--- src/hw/diag_flag_regs.vh ---
// register map, field positions and reset values of the diagnostic flag bank
`ifndef DIAG_FLAG_REGS_VH
`define DIAG_FLAG_REGS_VH

// ----------------------------------------------------------------------------
// register addresses and widths
// ----------------------------------------------------------------------------
`define ADDR_W                5
`define DATA_W                22
`define ANALOG_FLAGS_ADDR     5'h15
`define DIGITAL_FLAGS_ADDR    5'h14
`define ANALOG_FLAGS_RESET    22'h150000
`define DIGITAL_FLAGS_RESET   22'h140000

// ----------------------------------------------------------------------------
// common fields
// ----------------------------------------------------------------------------
`define ALARM_INV_BIT         21
`define ADDR_FIELD_HI         20
`define ADDR_FIELD_LO         16

// ----------------------------------------------------------------------------
// analog flag positions
// ----------------------------------------------------------------------------
`define ANALOG_FLAG_W         14
`define ANALOG_USED_MASK      14'h2bff
`define BIT_OUTPUT_OV         13
`define BIT_CONV_SHORT        11
`define BIT_CONV_REG          9
`define BIT_CAP_MISSING       8
`define BIT_CURR_OPEN         7
`define BIT_VOLT_SHORT        6
`define BIT_CONV_DIE_OT       5
`define BIT_MAIN_DIE_OT       4
`define BIT_REF_OUT           3
`define BIT_REF_IN            2
`define BIT_INT_SUPPLY        1
`define BIT_REG_NODE          0

// ----------------------------------------------------------------------------
// digital flag positions
// ----------------------------------------------------------------------------
`define DIGITAL_FLAG_W        2
`define BIT_FRAME_SLIP        1
`define BIT_CRC_ERR           0

`endif

--- src/hw/sticky_flag_cell.v ---
// row of sticky flags: set by hardware, cleared by writing one
`timescale 1ns/100ps
`default_nettype none

module sticky_flag_cell #(
  parameter WIDTH = 1
) (
  input  wire             clk_in,
  input  wire             reset_in,
  input  wire [WIDTH-1:0] set_in,
  input  wire [WIDTH-1:0] clear_in,
  output wire [WIDTH-1:0] flag_out
);

  reg [WIDTH-1:0] flag_r;
  wire [WIDTH-1:0] flag_nxt;

  // a set in the same cycle as a clear wins, so no event is lost
  assign flag_nxt = (flag_r & ~clear_in) | set_in;

  always @(posedge clk_in) begin
    if (reset_in) begin
      flag_r <= {WIDTH{1'b0}};
    end else begin
      flag_r <= flag_nxt;
    end
  end

  assign flag_out = flag_r;

endmodule
`default_nettype wire

--- src/hw/analog_diag_flag_register.v ---
// sticky analog and frame-integrity diagnostic flag register bank
//
// Summary of operation
// - set frame slip when msb equals next bit
// - set checksum error on failed frame crc
// - flags stay latched; host writes one to clear
// - disabled diagnostic flags read as zero
// - bit 21 reads inverse of alarm pin
// - analog register 0x15, address field reads back
// - latch bit 13 on output overvoltage
// - latch bit 11 on converter short
// - latch bit 9 on converter regulation fault
// - latch bit 8 on missing regulator capacitor
// - latch bit 7 on open circuit or headroom
// - latch bit 6 on voltage output short
// - bits 5 and 4 independent die overtemperature
// - latch bit 3 on reference output fault
// - latch bit 2 on reference input fault
// - latch bit 1 on internal supply fault
// - latch bit 0 on regulator node fault
// - summary bit ors analog bits 13 to 0
`timescale 1ns/100ps
`default_nettype none
`include "diag_flag_regs.vh"

module analog_diag_flag_register (
  input  wire                          clk_in,
  input  wire                          reset_in,
  // register port
  input  wire [`ADDR_W-1:0]            reg_addr_in,
  input  wire                          reg_wr_in,
  input  wire [`DATA_W-1:0]            reg_wdata_in,
  input  wire                          reg_rd_in,
  output reg  [`DATA_W-1:0]            reg_rdata_out,
  output reg                           reg_rvalid_out,
  // received serial frame check
  input  wire                          frame_done_in,
  input  wire                          frame_msb_in,
  input  wire                          frame_msb_m1_in,
  input  wire                          frame_crc_en_in,
  input  wire                          frame_crc_ok_in,
  // analog supervision levels, high while the fault stands
  input  wire                          output_overvoltage_in,
  input  wire                          converter_short_in,
  input  wire                          converter_regulation_in,
  input  wire                          regulator_cap_missing_in,
  input  wire                          current_open_circuit_in,
  input  wire                          current_headroom_low_in,
  input  wire                          voltage_short_in,
  input  wire                          converter_die_overtemp_in,
  input  wire                          main_die_overtemp_in,
  input  wire                          ref_output_window_in,
  input  wire                          ref_output_limit_in,
  input  wire                          ref_input_node_in,
  input  wire                          internal_supply_node_in,
  input  wire                          regulator_window_in,
  input  wire                          regulator_limit_in,
  // per-bit diagnostic enables, aligned to the flag positions
  input  wire [`ANALOG_FLAG_W-1:0]     analog_diag_en_in,
  // alarm pin level, high while the pin is high
  input  wire                          alarm_pin_in,
  // flag views
  output reg  [`ANALOG_FLAG_W-1:0]     analog_fault_flags_out,
  output reg  [`DIGITAL_FLAG_W-1:0]    digital_fault_flags_out,
  output reg                           analog_summary_bit_out
);

  // --------------------------------------------------------------------------
  // address decode
  // --------------------------------------------------------------------------
  wire hit_analog;
  wire hit_digital;

  assign hit_analog  = (reg_addr_in == `ANALOG_FLAGS_ADDR);
  assign hit_digital = (reg_addr_in == `DIGITAL_FLAGS_ADDR);

  // --------------------------------------------------------------------------
  // analog fault conditions
  // --------------------------------------------------------------------------
  reg [`ANALOG_FLAG_W-1:0] analog_cond;

  always @* begin
    analog_cond                   = {`ANALOG_FLAG_W{1'b0}};
    analog_cond[`BIT_OUTPUT_OV]   = output_overvoltage_in;
    analog_cond[`BIT_CONV_SHORT]  = converter_short_in;
    analog_cond[`BIT_CONV_REG]    = converter_regulation_in;
    analog_cond[`BIT_CAP_MISSING] = regulator_cap_missing_in;
    analog_cond[`BIT_CURR_OPEN]   = current_open_circuit_in | current_headroom_low_in;
    analog_cond[`BIT_VOLT_SHORT]  = voltage_short_in;
    analog_cond[`BIT_CONV_DIE_OT] = converter_die_overtemp_in;
    analog_cond[`BIT_MAIN_DIE_OT] = main_die_overtemp_in;
    analog_cond[`BIT_REF_OUT]     = ref_output_window_in | ref_output_limit_in;
    analog_cond[`BIT_REF_IN]      = ref_input_node_in;
    analog_cond[`BIT_INT_SUPPLY]  = internal_supply_node_in;
    analog_cond[`BIT_REG_NODE]    = regulator_window_in | regulator_limit_in;
  end

  // --------------------------------------------------------------------------
  // analog sticky flags
  // --------------------------------------------------------------------------
  // a disabled diagnostic neither sets its flag nor shows one left over
  wire [`ANALOG_FLAG_W-1:0] analog_en;
  wire [`ANALOG_FLAG_W-1:0] analog_set;
  wire [`ANALOG_FLAG_W-1:0] analog_clr;
  wire [`ANALOG_FLAG_W-1:0] analog_q;
  wire [`ANALOG_FLAG_W-1:0] analog_vis;

  assign analog_en  = analog_diag_en_in & `ANALOG_USED_MASK;
  assign analog_set = analog_cond & analog_en;
  // write-one clear; a standing condition re-sets in the same cycle
  assign analog_clr = (reg_wr_in && hit_analog) ?
                      reg_wdata_in[`ANALOG_FLAG_W-1:0] : {`ANALOG_FLAG_W{1'b0}};
  assign analog_vis = analog_q & analog_en;

  sticky_flag_cell #(
    .WIDTH (`ANALOG_FLAG_W)
  ) u_analog_flags (
    .clk_in   (clk_in),
    .reset_in (reset_in),
    .set_in   (analog_set),
    .clear_in (analog_clr),
    .flag_out (analog_q)
  );

  // --------------------------------------------------------------------------
  // frame integrity flags
  // --------------------------------------------------------------------------
  wire [`DIGITAL_FLAG_W-1:0] digital_set;
  wire [`DIGITAL_FLAG_W-1:0] digital_clr;
  wire [`DIGITAL_FLAG_W-1:0] digital_q;

  assign digital_set[`BIT_FRAME_SLIP] = frame_done_in &
                                        (frame_msb_in == frame_msb_m1_in);
  assign digital_set[`BIT_CRC_ERR]    = frame_done_in & frame_crc_en_in &
                                        ~frame_crc_ok_in;
  assign digital_clr = (reg_wr_in && hit_digital) ?
                       reg_wdata_in[`DIGITAL_FLAG_W-1:0] : {`DIGITAL_FLAG_W{1'b0}};

  sticky_flag_cell #(
    .WIDTH (`DIGITAL_FLAG_W)
  ) u_digital_flags (
    .clk_in   (clk_in),
    .reset_in (reset_in),
    .set_in   (digital_set),
    .clear_in (digital_clr),
    .flag_out (digital_q)
  );

  // --------------------------------------------------------------------------
  // read image
  // --------------------------------------------------------------------------
  reg [`DATA_W-1:0] analog_word;
  reg [`DATA_W-1:0] digital_word;
  reg [`DATA_W-1:0] rdata_nxt;

  always @* begin
    analog_word = {`DATA_W{1'b0}};
    analog_word[`ALARM_INV_BIT] = ~alarm_pin_in;
    analog_word[`ADDR_FIELD_HI:`ADDR_FIELD_LO] = `ANALOG_FLAGS_ADDR;
    analog_word[`ANALOG_FLAG_W-1:0] = analog_vis;
  end

  always @* begin
    digital_word = {`DATA_W{1'b0}};
    digital_word[`ALARM_INV_BIT] = ~alarm_pin_in;
    digital_word[`ADDR_FIELD_HI:`ADDR_FIELD_LO] = `DIGITAL_FLAGS_ADDR;
    digital_word[`DIGITAL_FLAG_W-1:0] = digital_q;
  end

  // unmapped addresses read as zero
  always @* begin
    if (hit_analog) begin
      rdata_nxt = analog_word;
    end else if (hit_digital) begin
      rdata_nxt = digital_word;
    end else begin
      rdata_nxt = {`DATA_W{1'b0}};
    end
  end

  // --------------------------------------------------------------------------
  // registered outputs
  // --------------------------------------------------------------------------
  always @(posedge clk_in) begin
    if (reset_in) begin
      reg_rdata_out           <= {`DATA_W{1'b0}};
      reg_rvalid_out          <= 1'b0;
      analog_fault_flags_out  <= {`ANALOG_FLAG_W{1'b0}};
      digital_fault_flags_out <= {`DIGITAL_FLAG_W{1'b0}};
      analog_summary_bit_out  <= 1'b0;
    end else begin
      reg_rvalid_out          <= reg_rd_in;
      if (reg_rd_in) begin
        reg_rdata_out <= rdata_nxt;
      end
      analog_fault_flags_out  <= analog_vis;
      digital_fault_flags_out <= digital_q;
      analog_summary_bit_out  <= |analog_vis;
    end
  end

endmodule
`default_nettype wire

--- config.mk ---
export PLATFORM = sky130hd
export DESIGN_NAME = analog_diag_flag_register
export DESIGN_NICKNAME = d
export VERILOG_FILES = /design/src/hw/sticky_flag_cell.v /design/src/hw/analog_diag_flag_register.v
export VERILOG_INCLUDE_DIRS = /design/src /design/src/hw
export SDC_FILE = /design/constraint.sdc
export NUM_CORES = 1
export LEC_CHECK = 0
export BUFFER_PORTS_ARGS = -buffer_cell sky130_fd_sc_hd__buf_2
export CORE_AREA = 8 8 72 74
export CTS_BUF_LIST = sky130_fd_sc_hd__clkbuf_8
export CTS_CLUSTER_SIZE = 20
export DETAILED_ROUTE_END_ITERATION = 8
export DIE_AREA = 0 0 80 82
export PLACE_DENSITY = 0.79
export SYNTH_ARGS = -nofsm -noshare
export SYNTH_HDL_FRONTEND = slang
export SYNTH_SLANG_ARGS = --single-unit
--- constraint.sdc ---
create_clock -name clk_in -period 1.2 [get_ports clk_in]
set_input_delay 0.12 -clock clk_in [delete_from_list [all_inputs] [get_ports clk_in]]
set_output_delay 0.12 -clock clk_in [all_outputs]
set_load 0.005 [all_outputs]
==> results.py, run 1 <==
metrics = {
    "finish": {
        "multiInputGateArea_um2": 708,
        "num-fill-cells": 420,
        "stdcell_count": 322,
        "area_growth_pct": 32.8,
        "antennaDiodeCount": 0,
        "fin_nets": 335,
        "drive_gt1_share_pct": 40.4,
        "regArea_um2": 901,
    },
    "route": {
        "firstDrtPassIters": 4,
        "vias_per_cell": 4.76,
        "drt_drc_violations_left": 0,
        "post_drt_wl_per_cell_um": 14.2,
        "drt_first_iter_violations": 58,
        "wl_mm": 4.57,
        "via_count": 1534,
        "ant_nets": 0,
    },
    "clock_network": {
        "cts_made_buffers": 5,
        "cts_tree": "built",
        "cts_setup_buffers": 0,
        "cts.clk_slew.worst_paths_ns": 0.09,
        "postCtsResizedCells": 0,
        "clockRootBuffer": "clkbuf_8",
        "clockBufferDepth": 2,
        "clk_latency_ns": 0.30,
        "htree_levels": 2,
        "cts_sinks": 45,
        "holdBufCountCts": 0,
    },
    "synthesis": {
        "synth_ff_type": "dfxtp_1",
        "yosysTopAreaCell": "dfxtp_1",
        "synth-seq-cells": 45,
        "async_flop_share_pct": 0,
        "synth_top_area_share_pct": 53.3,
        "yosysMostFrequentCell": "dfxtp_1",
        "synth_edf_count": 0,
        "synthTopCellsByArea": "dfxtp_1, nand2_1, a311oi_2",
        "syn_avg_cell_area_um2": 9.35,
        "synth_cell_types": 29,
        "synth_cells": 181,
        "ys_warn_count": 0,
        "syn-cell-area_um2": 1690,
        "synth_commonest_cells": "dfxtp_1, nand2_1, nor2_1",
        "seq_area_frac_synth_pct": 53.3,
    },
    "placement": {
        "place_inst": 314,
        "dp.final_hpwl_mm": 3.72,
        "gp_congestion": 0.815,
        "post-place-ws_ns": 0.0885,
        "io_buffers": 85,
    },
    "setup_path": {
        "critPathTopFamily": "flip-flops",
        "cp_cell_sequence": "nand2_1 -> nand4_1 -> o31a_1",
        "cp_num_buf_inv": 0,
        "worstPathRequired_ns": 1.40,
        "worstSetupPathType": "reg2reg",
        "cpMaxStageDelayCell": "dfxtp_1",
        "crit_path_end_kind": "flop",
        "cpPeakStageDelay_ns": 0.32,
        "critPathArrivalTime_ns": 1.18,
        "crit_path_start_kind": "flop",
        "crit_fanout": 3,
    },
    "sta": {
        "finalMaxSlewViolations": 0,
        "fin_ws_ns": 0.224,
        "fin_crit_ns": 0.976,
        "fin_worst_skew_ns": 0.00772,
        "hold_slack_ns": 0.0137,
        "max_freq_mhz": 1020,
        "hold_viol": 0,
        "finalSetupTns_ns": 0,
        "rsz0062_at_grt": "false",
        "setup_violations": 0,
        "fin_crit_sh_pct": 81.4,
    },
    "worst_hold_path": {
        "min_path_type": "in2reg",
    },
    "grt": {
        "grt_pass1_vias": 1553,
        "antenna_found_initial": 0,
        "grt_overflow": 0,
        "grt_max_degree": 19,
        "track_usage_pct": 13.4,
        "grt_pass1_wl_mm": 6.93,
    },
    "floorplanning": {
        "die_x_um": 80,
        "die-area_um2": 6560,
        "die_height_um": 82,
        "core_area_um2": 4140,
        "ios": 106,
        "start_util_pct": 40.8,
        "std_cell_rows": 24,
    },
    "pwr": {
        "peakVddDrop_v": 0.000549,
        "p_leak_nw": 1.05,
        "p_per_area_nw_per_um2": 1270,
    },
    "status": {
        "status": "completed",
    },
    "job": {
        "maxCapViolCount": 0,
    },
}
cells in the final DEF, fill, tap and decap left out, types with 2 or more instances in the layout:
master    count
buf_2        85
dfxtp_1      45
nand2_1      38
nor2_1       14
a21oi_1      13
o21ai_1      12
a311oi_2      8
conb_1        8
o21ai_0       7
clkbuf_8      5
nand3_1       4
buf_4         4
nand4_1       3
nor2b_1       2
nand4b_1      2
o211ai_1      2
nand2b_1      2
o31ai_1       2
path summary, 6_finish.rpt:
path / startpoint / end / slack, ns / depth (start not counted)
setup / recovery: u_analog_flags.flag_out[0] / analog_summary_bit_out / 0.22 / 3
hold reg to reg: reg_rdata_out[16] / reg_rdata_out[16] / 0.44 / 2
hold / removal: reg_wdata_in[13] / u_analog_flags.flag_out[13] / 0.01 / 2
setup reg to reg: u_analog_flags.flag_out[0] / analog_summary_bit_out / 0.22 / 3
metal layers:
layer | global-route usage (%) | vias up | share of wire [%]
met2 | 22.3 | 50 | 49
li1 | - | 789 | -
met3 | 4.92 | 7 | 8.3
met4 | 7.27 | 0 | 1.8
met1 | 14.7 | 688 | 41
met5 | 0 | - | 0
sequential cells by signal, summed over array words and instances (netlist names):
name	cells
u_analog_flags.flag_out	12
reg_rvalid_out	1
digital_fault_flags_out	2
analog_fault_flags_out	12
u_digital_flags.flag_out	2
analog_summary_bit_out	1
reg_rdata_out	15
report_power, final:
group | switching (mW) | total, mW | internal [mW] | leakage (nW)
logic | 0.162 | 0.310 | 0.148 | 0.636
registers | 0.0211 | 1.57 | 1.55 | 0.368
clock network | 0.546 | 0.966 | 0.420 | 0.0447
total | 0.729 | 2.85 | 2.12 | 1.05
cell type report:
type / count / area share (%)
Sequential cell: 45 / 40.1
Multi-Input combinational cell: 126 / 31.5
Timing Repair Buffer: 90 / 21.2
Clock buffer: 5 / 3.06
Tap cell: 52 / 2.90
Clock inverter: 3 / 1.11
Inverter: 1 / 0.167
metrics by stage:
step	utilization [%]	total power, mW	instance area, um2
2_1_floorplan	-	1.77	1720
3_3_place_gp	52.0	1.91	2150
3_5_place_dp	52.0	1.92	2150
4_1_cts	54.2	2.87	2250
5_1_grt	54.2	2.96	2250
6_report	54.2	2.85	2250
logic make-up (layout without fill, tap and decap cells):
| group | count (synthesis) | after routing | share of synthesized area, % |
|---|---|---|---|
| AO/OA/AOI/OAI | 45 | 45 | 18.9 |
| XOR/XNOR | 1 | 1 | 0.518 |
| buffers and inverters | 17 | 99 | 6.43 |
| flip-flops | 45 | 45 | 53.3 |
| multiplexers | 1 | 1 | 0.592 |
| other | 1 | 8 | 0.222 |
| AND/OR/NAND/NOR | 71 | 71 | 20.1 |
Note: power is estimated with default switching activity, not from simulation.
==> inputs of run 2 (changes only) <==
- CORE_AREA: 8 8 72 74 -> 8 8 75 77
- DIE_AREA: 0 0 80 82 -> 0 0 83 85
- PLACE_DENSITY: 0.79 -> 0.76
- clock period: 1.2 -> 0.83 ns (I/O delays scaled with it)
==> results.py, run 2 (synthesis gave the netlist of run 1 again) <==
metrics = {
    "pwr": {
        "peakVddDrop_v": 0.000821,
        "p_leak_nw": 1.22,
        "power_mw": 4.43,
        "p_per_area_nw_per_um2": 1660,
    },
    "finish": {
        "num-fill-cells": 403,
        "fin_nets": 364,
        "area_growth_pct": 57.9,
        "antennaDiodeCount": 0,
        "regMostFlops": "reg_rdata_out",
        "final_common_cell": "buf_2",
        "largest_register_ffs": 15,
        "mostFrequentLayoutCells": "buf_2, nand2_1, buf_4",
        "regArea_um2": 931,
        "finish.utilization_pct": 58.9,
        "multiInputGateArea_um2": 758,
        "drive_gt1_share_pct": 57.0,
        "design_area_um2": 2670,
    },
    "placement": {
        "place_area_um2": 2280,
        "gp_congestion": 0.846,
        "dp.final_hpwl_mm": 3.88,
        "post-place-ws_ns": -0.261,
        "io_buffers": 85,
    },
    "sta": {
        "rsz0062_at_grt": "true",
        "finalMaxSlewViolations": 0,
        "fin_crit_sh_pct": 108,
        "max_freq_mhz": 1120,
        "hold_viol": 0,
        "fin_crit_ns": 0.893,
        "fin_ws_ns": -0.0628,
        "hold_slack_ns": 0.0252,
        "setup_violations": 1,
        "fin_worst_skew_ns": 0.00349,
    },
    "route": {
        "post_drt_wl_per_cell_um": 14.3,
        "via_count": 1654,
        "drt_drc_violations_left": 0,
        "wl_mm": 5.04,
        "firstDrtPassIters": 4,
        "vias_per_cell": 4.70,
        "ant_nets": 0,
        "drt_first_iter_violations": 53,
    },
    "setup_path": {
        "cp_num_buf_inv": 0,
        "crit_path_start_kind": "flop",
        "cpPeakStageDelay_ns": 0.33,
        "cp_cell_sequence": "nand2_2 -> nand4_1 -> o31a_1",
        "crit_fanout": 2,
        "rr_worst_depth": 3,
        "crit_path_end_kind": "flop",
        "worstPathRequired_ns": 1.02,
        "worstSetupPathType": "reg2reg",
        "critPathLaunch": "u_analog_flags.flag_out[11]",
        "rr_endpoint": "analog_summary_bit_out",
        "critPathTopFamily": "flip-flops",
        "rrSetupSlack_ns": -0.06,
        "critPathArrivalTime_ns": 1.08,
        "reg2reg_from": "u_analog_flags.flag_out[11]",
        "cp.depth": 3,
        "cpMaxStageDelayCell": "dfxtp_2",
    },
    "floorplanning": {
        "die-area_um2": 7060,
        "die_height_um": 85,
        "die_x_um": 83,
        "std_cell_rows": 25,
        "ios": 106,
        "core_area_um2": 4540,
        "start_util_pct": 37.3,
    },
    "clock_network": {
        "cts_made_buffers": 5,
        "clockRootBuffer": "clkbuf_8",
        "cts_tree": "built",
        "cts.clk_slew.worst_paths_ns": 0.08,
        "cts_sinks": 45,
        "clk_latency_ns": 0.29,
        "htree_levels": 2,
        "clockBufferDepth": 2,
    },
    "grt": {
        "grt_max_degree": 18,
        "antenna_found_initial": 0,
        "track_usage_pct": 13.9,
        "grt_pass1_wl_mm": 8.13,
        "grt_overflow": 0,
        "grt_pass1_vias": 1756,
    },
    "status": {
        "status": "finished, violations left",
        "violations": "negative setup slack",
    },
    "job": {
        "maxCapViolCount": 0,
    },
    "worst_hold_path": {
        "worst_hold_path.num_cells": 3,
        "holdPathEnd": "u_analog_flags.flag_out[1]",
        "min_path_type": "in2reg",
        "min-delay-start": "internal_supply_node_in",
    },
}
-- run 2: changes by cell type in the layout (fill, tap and decap cells not counted), sizes merged --
| cell | delta |
|---|---|
| clkinvlp | -1 |
| bufinv | +1 |
| inv | -1 |
| buf | +21 |
| dlygate4sd3 | +8 |
-- run 2: worst max-delay path by stage --
stage	endpoint
6_report	analog_summary_bit_out
5_1_grt	analog_summary_bit_out
4_1_cts	analog_summary_bit_out
3_5_place_dp	u_analog_flags.flag_out[2]
3_3_place_gp	u_analog_flags.flag_out[13]
2_1_floorplan	u_analog_flags.flag_out[11]
-- run 2: metrics by stage --
step	std cells	TNS, ns
floorplan	188	-1.34
detailed placement	333	-5.75
CTS	350	-0.0754
global placement	333	-4.85
finish	352	-0.0628
global route	352	-0.316
-- run 2: worst reg2reg max path, cell delays in order (launching register included) --
cell	delay (ns)
dfxtp_2	0.33
nand2_2	0.07
nand4_1	0.10
o31a_1	0.30
-- run 2: cell type report --
class                   count  area share [%]
repair buffers            119            30.2
multi-input cells         126            28.4
clock buffers               5            2.58
inverters                   1           0.141
well taps                  54            2.53
clock inverters             2            1.31
flip-flops and latches     45            34.8
-- run 2: report_power, final --
group,internal [mW],total (mW),switching [mW]
logic,0.301,0.568,0.267
registers,2.24,2.28,0.0361
clock network,0.875,1.58,0.708
total,3.42,4.43,1.01
-- run 2: layer usage --
metal	vias up	track usage [%]	share of wire (%)
met1	746	15.1	40
met5	-	0	0
met4	0	7.67	2.6
met3	8	3.26	4.5
li1	843	-	-
met2	57	24.1	53
-- run 2: timing repair --
action	in CTS	in global routing
pin swaps	4	7
resized for setup	28	28
hold endpoints to repair	8	0
hold buffers	8	0
setup buffers	2	4
endpoints found under the setup margin	17	27
==> inputs of run 3 (changes only) <==
- CORE_AREA: 8 8 75 77 -> 2 2 69 71
- DIE_AREA: 0 0 83 85 -> 0 0 71 73
==> results.py, run 3 (synthesis gave the netlist of run 1 again) <==
metrics = {
    "status": {
        "status": "finished, violations left",
        "violations": "negative setup slack",
    },
    "sta": {
        "finalMaxSlewViolations": 0,
        "max_freq_mhz": 1130,
        "finalSetupTns_ns": -0.0570,
        "fin_ws_ns": -0.0570,
        "fin_worst_skew_ns": 0.00530,
        "rsz0062_at_grt": "true",
        "fin_crit_ns": 0.887,
        "hold_viol": 0,
        "setup_violations": 1,
        "fin_crit_sh_pct": 107,
        "hold_slack_ns": 0.0237,
    },
    "grt": {
        "track_usage_pct": 17.2,
        "grt_pass1_wl_mm": 6.91,
        "antenna_found_initial": 0,
        "grt_max_degree": 18,
        "grt_overflow": 0,
        "grt_pass1_vias": 1514,
    },
    "setup_path": {
        "reg2reg_from": "u_analog_flags.flag_out[9]",
        "crit_path_start_kind": "flop",
        "rr_endpoint": "analog_summary_bit_out",
        "crit_path_end_kind": "flop",
        "rr_worst_depth": 3,
        "cp-endpoint": "analog_summary_bit_out",
        "critPathLaunch": "u_analog_flags.flag_out[9]",
        "crit_fanout": 2,
        "critPathArrivalTime_ns": 1.08,
        "rrSetupSlack_ns": -0.06,
        "worstPathRequired_ns": 1.02,
        "worstSetupPathType": "reg2reg",
    },
    "floorplanning": {
        "ios": 106,
        "std_cell_rows": 25,
        "die_height_um": 73,
        "core_area_um2": 4540,
        "start_util_pct": 37.3,
        "die-area_um2": 5180,
        "die_x_um": 71,
    },
    "finish": {
        "multiInputGateArea_um2": 757,
        "largest_register_ffs": 15,
        "mostFrequentLayoutCells": "buf_2, nand2_1, buf_4",
        "drive_gt1_share_pct": 55.6,
        "design_area_um2": 2610,
        "antennaDiodeCount": 0,
        "finish.utilization_pct": 57.6,
        "fin_nets": 363,
        "stdcell_count": 351,
        "final_common_cell": "buf_2",
        "num-fill-cells": 400,
        "regArea_um2": 930,
        "area_growth_pct": 54.4,
        "regMostFlops": "reg_rdata_out",
    },
    "pwr": {
        "p_leak_nw": 1.21,
        "p_comb_share_pct": 12.9,
        "seq_power_share_pct": 51.5,
        "peakVddDrop_v": 0.000701,
        "pwr-share-clk_pct": 35.6,
        "switchingPower_mw": 1.00,
        "switching_share_pct": 22.6,
        "power_mw": 4.42,
        "p_int_mw": 3.42,
        "p_per_area_nw_per_um2": 1690,
    },
    "route": {
        "drt_drc_violations_left": 0,
        "ant_nets": 0,
        "via_count": 1638,
        "firstDrtPassIters": 4,
        "wl_mm": 4.40,
        "drt_first_iter_violations": 91,
        "post_drt_wl_per_cell_um": 12.5,
        "vias_per_cell": 4.67,
    },
    "clock_network": {
        "cts_sinks": 45,
        "htree_levels": 2,
        "clk_latency_ns": 0.30,
        "cts_made_buffers": 5,
        "cts.clk_slew.worst_paths_ns": 0.08,
        "cts_tree": "built",
        "clockBufferDepth": 2,
        "clockRootBuffer": "clkbuf_8",
    },
    "job": {
        "maxCapViolCount": 0,
    },
    "placement": {
        "post-place-ws_ns": -0.256,
        "gp_congestion": 0.831,
        "dp.final_hpwl_mm": 3.31,
        "io_buffers": 85,
        "place_area_um2": 2290,
        "place_inst": 334,
    },
    "worst_hold_path": {
        "min_path_type": "in2reg",
    },
}
## run 3: changes by cell type in the layout (fill, tap and decap cells not counted)
cell     change
nor2b_4      +2
buf_6        -8
o21ai_1      +2
nor2b_2      -2
a21oi_1      +1
dfxtp_2      -1
a21oi_2      -1
buf_2        +8
buf_4        -1
o21ai_2      -2
dfxtp_1      +1
## run 3: worst min-delay path by stage
stage | startpoint | endpoint | slack (ns) | depth (start not counted)
2_1_floorplan | reset_in | digital_fault_flags_out[0] | 0.18 | 1
3_3_place_gp | reg_wdata_in[11] | u_analog_flags.flag_out[11] | 0.30 | 2
3_5_place_dp | reg_wdata_in[13] | u_analog_flags.flag_out[13] | 0.31 | 2
4_1_cts | reg_wdata_in[9] | u_analog_flags.flag_out[9] | 0.01 | 2
5_1_grt | internal_supply_node_in | u_analog_flags.flag_out[1] | 0.01 | 3
6_report | internal_supply_node_in | u_analog_flags.flag_out[1] | 0.02 | 3
## run 3: power groups by stage
stage | Combinational, mW | Sequential (mW) | Clock [mW]
floorplan | 0.236 | 2.32 | 0
global placement | 0.499 | 2.32 | 0
detailed placement | 0.510 | 2.32 | 0
CTS | 0.550 | 2.27 | 1.61
global route | 0.624 | 2.29 | 1.68
finish | 0.569 | 2.28 | 1.57
## run 3: timing repair
action | in CTS | in global routing
pin swaps | 5 | 6
hold buffers | 7 | 1
buffers inserted | 1 | 1
gates resized for setup | 25 | 21
setup endpoints to repair | 16 | 26
hold endpoints to repair | 7 | 1
cloned | 0 | 0
## run 3: area by class of cell
type	instances	share of cell area, %
Timing Repair Buffer	118	28.7
Sequential cell	45	35.6
Clock inverter	2	1.34
Tap cell	54	2.59
Inverter	1	0.144
Multi-Input combinational cell	126	29.0
Clock buffer	5	2.64
## run 3: metal layers
metal | up-vias | GRT usage (%) | wire, um
li1 | 846 | - | -
met1 | 729 | 19.6 | 1840
met2 | 57 | 30.4 | 2250
met3 | 6 | 4.83 | 246
met4 | 0 | 6.92 | 63
met5 | - | 0 | 0
## run 3: critical path, cell delays in order, from the launching register on
cell and delay [ns]:
dfxtp_2 0.33, nand2_2 0.06, nand4_1 0.09, o31a_1 0.30
